## src/conv_ready_pkg.sv

```systemverilog
package conv_ready_pkg;
    localparam int DATA_W   = 24;
    localparam int REG_W    = 24;
    localparam int SEL_W    = 3;
    // register select codes
    localparam logic [2:0] SEL_COMM   = 3'h0;
    localparam logic [2:0] SEL_STATUS = 3'h0;
    localparam logic [2:0] SEL_DATA   = 3'h1;
    localparam logic [2:0] SEL_MODE   = 3'h2;
    localparam logic [2:0] SEL_FILTER = 3'h3;
    localparam logic [2:0] SEL_OFFS   = 3'h5;
    localparam logic [2:0] SEL_GAIN   = 3'h6;
    localparam int COMM_RW_BIT = 3;
    // time ready rises ahead of an update
    localparam int LEAD_NS      = 40;
    localparam int CLK_NS       = 4;
    localparam int LEAD_CYCLES  = (LEAD_NS + CLK_NS - 1) / CLK_NS;
    localparam logic [23:0] REG_RESET = 24'h00_0000;
    typedef enum logic [1:0] {ST_IDLE, ST_SHIFT_IN, ST_SHIFT_OUT} ser_state_t;
endpackage : conv_ready_pkg

```

## src/conv_ready.sv

```systemverilog
`timescale 1ns/100ps
module conv_ready
    import conv_ready_pkg::*;
#(
    parameter int WORD_W = DATA_W
)(
    input  wire logic              clock_i,
    input  wire logic              srst_i,
    input  wire logic              standby_n_i,
    input  wire logic              cs_n_i,
    input  wire logic              sclk_i,
    input  wire logic              sdin_i,
    output logic                   sdout_o,
    output logic                   ready_n_o,
    input  wire logic              result_valid_i,
    input  wire logic [WORD_W-1:0] result_i,
    input  wire logic              bipolar_i,
    input  wire logic              update_soon_i,
    input  wire logic              cal_start_i,
    input  wire logic              cal_done_i,
    output logic                   cal_busy_o,
    output logic [REG_W-1:0]       mode_o,
    output logic [REG_W-1:0]       filter_o
);
    ser_state_t        st_q, st_d;
    logic [7:0]        comm_q, comm_d;
    logic [REG_W-1:0]  mode_q, mode_d, filt_q, filt_d;
    logic [REG_W-1:0]  offs_q, offs_d, gain_q, gain_d;
    logic [REG_W-1:0]  data_q, data_d;
    logic [REG_W-1:0]  sh_q, sh_d;
    logic [4:0]        cnt_q, cnt_d;
    logic              rdy_n_q, rdy_n_d, cal_q, cal_d, sclk_q, sdo_q, sdo_d;
    logic              rise, fall, run;
    logic [REG_W-1:0]  outsel, status;
    logic [4:0]        len;
    logic              read_done;

    assign run  = standby_n_i;
    assign rise = sclk_i & ~sclk_q & ~cs_n_i;
    assign fall = ~sclk_i & sclk_q & ~cs_n_i;
    assign status = {{(REG_W-2){1'b0}}, cal_q, rdy_n_q};
    assign len = (comm_q[2:0] == SEL_DATA) ? 5'(WORD_W) : 5'(REG_W);

    always_comb
    begin
        case (comm_q[2:0])
            SEL_STATUS: outsel = status;
            SEL_DATA:   outsel = data_q;
            SEL_MODE:   outsel = mode_q;
            SEL_FILTER: outsel = filt_q;
            SEL_OFFS:   outsel = offs_q;
            SEL_GAIN:   outsel = gain_q;
            default:    outsel = status;
        endcase
    end

    // ready and calibration flags; priority cal start, cal done,
    // update warning, new result, then a finished data read
    always_comb
    begin
        rdy_n_d = rdy_n_q;
        cal_d = cal_q;
        data_d = data_q;
        if (run)
        begin
            if (cal_start_i)
            begin
                cal_d = 1'b1;
                rdy_n_d = 1'b1;
            end
            else if (cal_q && cal_done_i)
            begin
                cal_d = 1'b0;
                rdy_n_d = 1'b0;
            end
            else if (!cal_q && update_soon_i)
            begin
                rdy_n_d = 1'b1;
            end
            else if (!cal_q && result_valid_i)
            begin
                // offset binary: flip top bit of two's complement
                data_d = REG_W'(bipolar_i ?
                    {~result_i[WORD_W-1], result_i[WORD_W-2:0]} :
                    result_i);
                rdy_n_d = 1'b0;
            end
            else if (!cal_q && read_done)
            begin
                // a fresh result in the same cycle keeps ready low
                rdy_n_d = 1'b1;
            end
        end
    end

    always_ff @(posedge clock_i)
    begin
        if (srst_i)
        begin
            rdy_n_q <= 1'b1;
            cal_q <= 1'b0;
            data_q <= REG_RESET;
        end
        else
        begin
            rdy_n_q <= rdy_n_d;
            cal_q <= cal_d;
            data_q <= data_d;
        end
    end

    // serial port: comm byte, then one register word in or out, except a select 0 write, which ends after the comm byte
    always_comb
    begin
        st_d = st_q;
        comm_d = comm_q;
        mode_d = mode_q;
        filt_d = filt_q;
        offs_d = offs_q;
        gain_d = gain_q;
        sh_d = sh_q;
        cnt_d = cnt_q;
        sdo_d = sdo_q;
        read_done = 1'b0;
        if (run)
        begin
            case (st_q)
                ST_IDLE:
                    if (rise)
                    begin
                        sh_d = {sh_q[REG_W-2:0], sdin_i};
                        cnt_d = cnt_q + 5'd1;
                        if (cnt_q == 5'd7)
                        begin
                            comm_d = {sh_q[6:0], sdin_i};
                            cnt_d = 5'd0;
                            if (sh_q[COMM_RW_BIT-1])
                            begin
                                st_d = ST_SHIFT_OUT;
                            end
                            else if ({sh_q[1:0], sdin_i} != SEL_COMM)
                            begin
                                // select 0 write only loads the comm byte
                                st_d = ST_SHIFT_IN;
                            end
                        end
                    end
                ST_SHIFT_IN:
                    if (rise)
                    begin
                        sh_d = {sh_q[REG_W-2:0], sdin_i};
                        cnt_d = cnt_q + 5'd1;
                        if (cnt_q == len - 5'd1)
                        begin
                            case (comm_q[2:0])
                                SEL_MODE:   mode_d = sh_d;
                                SEL_FILTER: filt_d = sh_d;
                                SEL_OFFS:   offs_d = sh_d;
                                SEL_GAIN:   gain_d = sh_d;
                                default:    ;
                            endcase
                            cnt_d = 5'd0;
                            st_d = ST_IDLE;
                        end
                    end
                ST_SHIFT_OUT:
                    if (fall)
                    begin
                        sh_d = (cnt_q == 5'd0) ? outsel << (REG_W - len)
                                               : sh_q << 1;
                        sdo_d = sh_d[REG_W-1];
                    end
                    else if (rise)
                    begin
                        cnt_d = cnt_q + 5'd1;
                        if (cnt_q == len - 5'd1)
                        begin
                            cnt_d = 5'd0;
                            st_d = ST_IDLE;
                            if (comm_q[2:0] == SEL_DATA)
                            begin
                                read_done = 1'b1;
                            end
                        end
                    end
                default: st_d = ST_IDLE;
            endcase
        end
    end

    always_ff @(posedge clock_i)
    begin
        if (srst_i)
        begin
            st_q <= ST_IDLE;
            comm_q <= 8'h00;
            mode_q <= REG_RESET;
            filt_q <= REG_RESET;
            offs_q <= REG_RESET;
            gain_q <= REG_RESET;
            sh_q <= REG_RESET;
            cnt_q <= 5'd0;
            // idle level of sclk is high: no false edge after reset
            sclk_q <= 1'b1;
            sdo_q <= 1'b0;
        end
        else
        begin
            st_q <= st_d;
            comm_q <= comm_d;
            mode_q <= mode_d;
            filt_q <= filt_d;
            offs_q <= offs_d;
            gain_q <= gain_d;
            sh_q <= sh_d;
            cnt_q <= cnt_d;
            sclk_q <= sclk_i;
            sdo_q <= sdo_d;
        end
    end

    assign sdout_o   = sdo_q;
    assign ready_n_o = rdy_n_q;
    assign cal_busy_o = cal_q;
    assign mode_o    = mode_q;
    assign filter_o  = filt_q;
endmodule : conv_ready

```

## config.mk

```make
export PLATFORM = sky130hd
export DESIGN_NAME = conv_ready
export DESIGN_NICKNAME = d
export VERILOG_FILES = /design/src/conv_ready_pkg.sv /design/src/conv_ready.sv
export SDC_FILE = /design/constraint.sdc
export NUM_CORES = 1
export LEC_CHECK = 0
export BUFFER_PORTS_ARGS = -buffer_cell sky130_fd_sc_hd__buf_2
export CORE_MARGIN = 5
export CORE_UTILIZATION = 35
export CTS_BUF_LIST = sky130_fd_sc_hd__clkbuf_4 sky130_fd_sc_hd__clkbuf_8
export DETAILED_ROUTE_END_ITERATION = 7
export PLACE_DENSITY = 0.55
export SYNTH_ARGS = -nofsm -noshare
export SYNTH_HDL_FRONTEND = slang
export SYNTH_SLANG_ARGS = --single-unit
```

## constraint.sdc

```tcl
create_clock -name clock_i -period 4.2 [get_ports clock_i]
set_input_delay 0.63 -clock clock_i [delete_from_list [all_inputs] [get_ports clock_i]]
set_output_delay 0.63 -clock clock_i [all_outputs]
set_load 0.005 [all_outputs]
```

==> results of run 1 <==
[cells in the final DEF (no fill, tap or decap), types with 5 or more instances in the layout]
master	n
a21oi_1	137
a211oi_1	43
nand2_1	249
mux2_2	20
nor3_1	20
inv_1	8
clkbuf_8	23
buf_4	14
dfxtp_1	156
mux2i_1	8
buf_2	84
nor2_1	41
a22oi_1	25
and2_1	5
nand2b_1	5
a221oi_1	19
o21ai_0	7
ha_1	6
[worst max path at each step]
stage,from,endpoint,slack (ns)
floorplan,standby_n_i,ready_n_o,2.07
global placement,comm_q[0],sh_q[2],1.59
CTS,comm_q[0],sh_q[2],1.48
global route,comm_q[0],sh_q[2],1.32
finish,comm_q[0],sh_q[2],1.51
detailed placement,comm_q[0],sh_q[2],1.50
[final cells by class]
type | instances | area (um2)
fill | 2084 | 12100
multi-input combinational | 640 | 3530
sequential | 157 | 3140
timing repair buffer | 99 | 546
clock buffer | 26 | 339
tap | 270 | 338
clock inverter | 5 | 103
inverter | 8 | 30.0
[routing by layer]
layer,part of all wire (%),vias to the layer above,global-route usage [%]
met5,0,-,0
met4,1.2,0,5.09
met3,4.6,22,3.95
met2,45,174,27.8
met1,49,3050,25.8
li1,-,3156,-
[sequential cells by signal, indices dropped and copies added (netlist names), 2 cells and up]
| signal | cells |
|---|---|
| gain_q | 24 |
| mode_o | 24 |
| cnt_q | 5 |
| st_q | 2 |
| data_q | 24 |
| sh_q | 23 |
| offs_q | 24 |
| filter_o | 24 |
| comm_q | 3 |
[report_power, final]
part	switching, mW	internal [mW]	total, mW
clock	0.546	0.700	1.25
combinational	0.0553	0.0322	0.0875
sequential	0.0144	1.50	1.51
total	0.616	2.23	2.85
[worst reg2reg max path: stages (launching register included)]
cell and delay, ns:
dfxtp_1 0.86, nor2_1 0.17, nand4b_1 0.61, buf_4 0.42, a211oi_1 0.28, a211oi_1 0.08, nor3_1 0.20
[kinds of logic (layout without fill, tap and decap cells)]
| logic type | Yosys count | after routing | share of synthesized area (%) |
|---|---|---|---|
| adders and majority gates | 6 | 6 | 1.06 |
| muxes | 28 | 28 | 4.31 |
| DFF | 157 | 157 | 44.3 |
| and+or+nand+nor | 353 | 353 | 22.1 |
| AOI/OAI and AO/OA | 250 | 250 | 22.0 |
| xor gates and xnor gates | 3 | 3 | 0.371 |
| buffers and inverters | 85 | 138 | 5.84 |
==> impl_results.md, run 1 <==
* Pwr/cell area at 354 nW/um2
* Max Clk Rate at 372 MHz
* Post-layout instance area at 8030 um2
* Initial antenna violation count at 0
* Mapped Area at 7090 um2
* First-pass GRT wire length at 34000 um
* Worst reg2reg setup slack at 1.51 ns
* Max Cap Viol at 0
* Total grt overflow at 0
* HP Start: result_i[12]
* Initial DRT Pass Iterations at 5
* Status: complete, no violations
* CTS Buffer Depth at 2
* Share of the synthesized area in the top cell type at 44.3%
* Delay-heaviest family, CP: simple AND/OR/NAND/NOR gates
* Worst r2r path cells at 6
* CP Capture Type: register
* Main synth FF type: dfxtp_1
* Largest cells by area after synthesis: dfxtp_1 44%, nand2_1 13%, a21oi_1 9.7%, a211oi_1 4.6%, mux2_2 3.2%
* Req. time, crit path at 4.58 ns
* Wire length per cell at 17.9 um
* Setup crit start kind: register
* Final #Nets at 964
* Crit path buf inv count at 1
* Placed insts at 1174
* RSZ-0062 raised after global routing: no
* Clock-pin slew on the worst setup and hold paths at 0.08 ns
* Synth Warn # at 0
* Final Slew Violations at 0
* Worst Clk Skew at 0.00996 ns
* Cell variety after synth at 60
* Starting Density at 35.3%
* Die W at 152 um
* Core area at 20100 um2
* Number of synthesized flops with an enable pin at 0
* Ports at 86
* Share of cells above drive strength 1 at 18.0%
* Hpwl dp at 13600 um
* Post-synth ARST share at 0%
* Total power draw at 2.85 mW
* CTS Hold Bufs at 0
* Worst skew pair latency at 0.46 ns
* Hold_ws at 0.399 ns
* Slew of the pin with the lowest slew margin at 1.10 ns
* All-Layer GR Usage at 18.1%
* Number of remaining DRC errors at 0
* Tmin final at 2.69 ns
* Final setup violation count at 0
* Die Y at 152 um
* Levels on crit path at 6
* Slowest stage cell, crit path: dfxtp_1
* Top-count cell post-synth: nand2_1
* Clk sink count at 157
* Number of global-route vias before repair at 5799
* Max stage delay on crit path at 0.86 ns
* Top cell by count, worst path: a211oi_1
* Synth top cells by count: 249 x nand2_1, 157 x dfxtp_1, 137 x a21oi_1
* Largest fanout on the critical path at 20
* ANT nets after route at 0
* Placed cell area at 7590 um2
* Setup ws final at 1.51 ns
* Mapped Cells at 882
* Final wirelength at 21600 um
* VDD IR-drop max at 142 uV
* Finished Layout Cells at 1205
* DR vias at 6402
* Post-CTS Setup Bufs at 0
* Reg2reg end: sh_q[2]
* Post-route clock period utilization at 64.0%
* WHS Path Cells at 3
* I/O Buffers at 85
* Final hold vios at 0
* First DRT Iteration DRCs at 583
* Leakage power total at 2.74 nW
* Setup CP Type: reg2reg
* Post-Place Setup Slack at 1.50 ns
* Sequential cell area fraction in the yosys report at 44.3%
* Mapped Nets at 923
* Clock buffer count from CTS at 17
* Hold WC Path Type: in2reg
* N_diodes at 0
* Largest net degree at the start of global routing at 91
* CTS resizes at 0
* Fin util at 40.0%
* Hold EP: data_q[12]
* Htree depth at 4
* Register bit total from synthesis at 157
* Root buffer cell: clkbuf_8
* CTS tree: yes
* Vias per std cell at 5.31
* Row Count at 52
* Crit-path cells: nor2_1 > nand4b_1 > buf_4 > a211oi_1 > a211oi_1 > nor3_1
* Area growth, synth to finish at 13.3%
* Crit path arrival time at 3.07 ns
* Global placer's final weighted congestion at 0.796
* Area leader, netlist: dfxtp_1
* TNS Setup at 0 ns
* Syn Area/Cell at 8.04 um2
* Slew margin rel. at 26.5%
* R2R Path Start: comm_q[0]
* Die area at 23200 um2
(Power assumes the default switching activity.)
==> run 2: changes to the inputs <==
--- a/config.mk
+++ b/config.mk
@@ -10,7 +10,7 @@
 export CORE_UTILIZATION = 35
 export CTS_BUF_LIST = sky130_fd_sc_hd__clkbuf_4 sky130_fd_sc_hd__clkbuf_8
 export DETAILED_ROUTE_END_ITERATION = 7
-export PLACE_DENSITY = 0.55
+export PLACE_DENSITY = 0.57
 export SYNTH_ARGS = -nofsm -noshare
 export SYNTH_HDL_FRONTEND = slang
 export SYNTH_SLANG_ARGS = --single-unit
==> constraint.sdc (replaced) <==
create_clock -name clock_i -period 2.45 [get_ports clock_i]
set_input_delay 0.3675 -clock clock_i [delete_from_list [all_inputs] [get_ports clock_i]]
set_output_delay 0.3675 -clock clock_i [all_outputs]
set_load 0.005 [all_outputs]
==> run 2 against run 1 <==
  * Routed wire length is 2.6% lower
  * Global-route usage decreased by 0.35 points
  * Count of clock-buffer cells in the layout down 6
  * Maximum frequency is 23% higher
  * First-iteration DRC count decreased by 7.2%
  * Power is 61% higher
  * Non-clock buffer count rose by 20
==> impl_results.md, run 2 (synthesis gave the netlist of run 1 again) <==
* Hold_ws at 0.133 ns
* Number of global-route vias before repair at 6048
* Crit path arrival time at 2.58 ns
* Final hold vios at 0
* Post-route clock period utilization at 89.4%
* Clock-pin slew on the worst setup and hold paths at 0.09 ns
* Slew margin rel. at 57.8%
* Initial DRT Pass Iterations at 5
* Clock buffer count from CTS at 17
* N_diodes at 0
* Worst Clk Skew at 0.0125 ns
* Placed insts at 1194
* Final #Nets at 984
* Crit-path cells: inv_1 > ha_1 > and2_1 > a211oi_2 > nor4b_2 > mux2i_1 > and2_1
* First-pass GRT wire length at 33800 um
* CTS resizes at 0
* Htree depth at 4
* Wire length per cell at 17.1 um
* Most common cell after layout, fill and taps aside: nand2_1
* Die Y at 152 um
* Starting Density at 35.3%
* R2R Path Start: st_q[0]
* Area growth, synth to finish at 15.2%
* Vias per std cell at 5.20
* Fillers at 2050
* ANT nets after route at 0
* Root buffer cell: clkbuf_8
* Die W at 152 um
* CTS Hold Bufs at 0
* Max stage delay on crit path at 0.42 ns
* Hold WC Path Type: in2reg
* Slowest stage cell, crit path: nor4b_2
* Reg2reg end: st_q[0]
* Core area at 20100 um2
* Pwr/cell area at 561 nW/um2
* TNS Setup at 0 ns
* Worst reg2reg setup slack at 0.26 ns
* HP Start: result_i[12]
* Number of remaining DRC errors at 0
* Ports at 86
* Clk sink count at 157
* Hpwl dp at 13500 um
* Initial antenna violation count at 0
* Share of cells above drive strength 1 at 19.8%
* DR vias at 6378
* Top cell by count, worst path: and2_1
* Setup crit start kind: register
* Total grt overflow at 0
* Final wirelength at 21000 um
* Tmin final at 2.19 ns
* Largest net degree at the start of global routing at 96
* Row Count at 52
* Final setup violation count at 0
* Worst r2r path cells at 7
* Post-CTS Setup Bufs at 0
* All-Layer GR Usage at 17.8%
* Post-Place Setup Slack at 0.326 ns
* Status: complete, no violations
* Max Clk Rate at 457 MHz
* Die area at 23200 um2
* Setup CP Type: reg2reg
* RSZ-0062 raised after global routing: no
* I/O Buffers at 85
* CTS tree: yes
* Finished Layout Cells at 1226
* Total power draw at 4.58 mW
* Hold EP: data_q[12]
* CP Capture Type: register
* Final Slew Violations at 0
* Setup ws final at 0.261 ns
* WHS Path Cells at 3
* CP startpoint: st_q[0]
* VDD IR-drop max at 280 uV
* Req. time, crit path at 2.84 ns
* First DRT Iteration DRCs at 541
* CTS Buffer Depth at 2
* Slew of the pin with the lowest slew margin at 0.634 ns
* Global placer's final weighted congestion at 0.781
* Worst skew pair latency at 0.46 ns
* Largest fanout on the critical path at 6
* Leakage power total at 2.82 nW
* Most frequent cells in the layout: 249 x nand2_1, 156 x dfxtp_1, 137 x a21oi_1, 84 x buf_2, 43 x a211oi_1
* Max Cap Viol at 0
## run 2: cell types whose count changed in the layout (fill, tap and decap cells not counted)
cell and delta:
clkinv_4 +2, inv_8 +2, clkinvlp_4 +2, clkbuf_8 -4
buf_4 +16, buf_12 +4, bufinv_16 -3, clkbuf_4 -2
inv_6 +4
## run 2: area by class of cell
cell class / instances / area [um2] / area share, %
multi-input combinational: 640 / 3530 / 43.3
sequential: 157 / 3140 / 38.5
clock inverter: 12 / 103 / 1.26
tap: 270 / 338 / 4.14
inverter: 8 / 30.0 / 0.368
timing repair buffer: 119 / 746 / 9.13
clock buffer: 20 / 269 / 3.30
## run 2: worst max path at each step
stage | endpoint | slack (ns) | cells after the start
2_1_floorplan | st_q[0] | 0.58 | 7
3_3_place_gp | st_q[0] | 0.32 | 7
3_5_place_dp | st_q[0] | 0.33 | 7
4_1_cts | st_q[0] | 0.30 | 7
5_1_grt | cnt_q[4] | 0.15 | 7
6_report | st_q[0] | 0.26 | 7
## run 2: where the power goes
group | total, mW | switching [mW] | leakage (nW) | internal, mW
clock | 1.84 | 1.04 | 0.184 | 0.793
sequential | 2.59 | 0.0237 | 1.27 | 2.57
combinational | 0.156 | 0.0960 | 1.37 | 0.0605
## run 2: routing by layer
metal  vias up  GRT usage, %  wire (um)
met3        26          4.20        919
li1       3198             -          -
met1      3009          24.9      10100
met5         -             0          0
met4         0          4.20        283
met2       145          28.0       9680
## run 2: critical path, delay by kind of cell (launching register included)
family,cells,cell delay (ns)
mux,1,0.22
simple gates,3,0.76
fa+ha+maj,1,0.40
flops,1,0.37
buf+inv,1,0.08
compound gates,1,0.30
## run 2: per-stage QoR
step,util [%],cell area [um2]
after global placement,38.8,7790
after CTS,40.6,8160
after global routing,40.6,8160
after floorplan,-,7090
final,40.6,8160
after detailed placement,38.8,7790
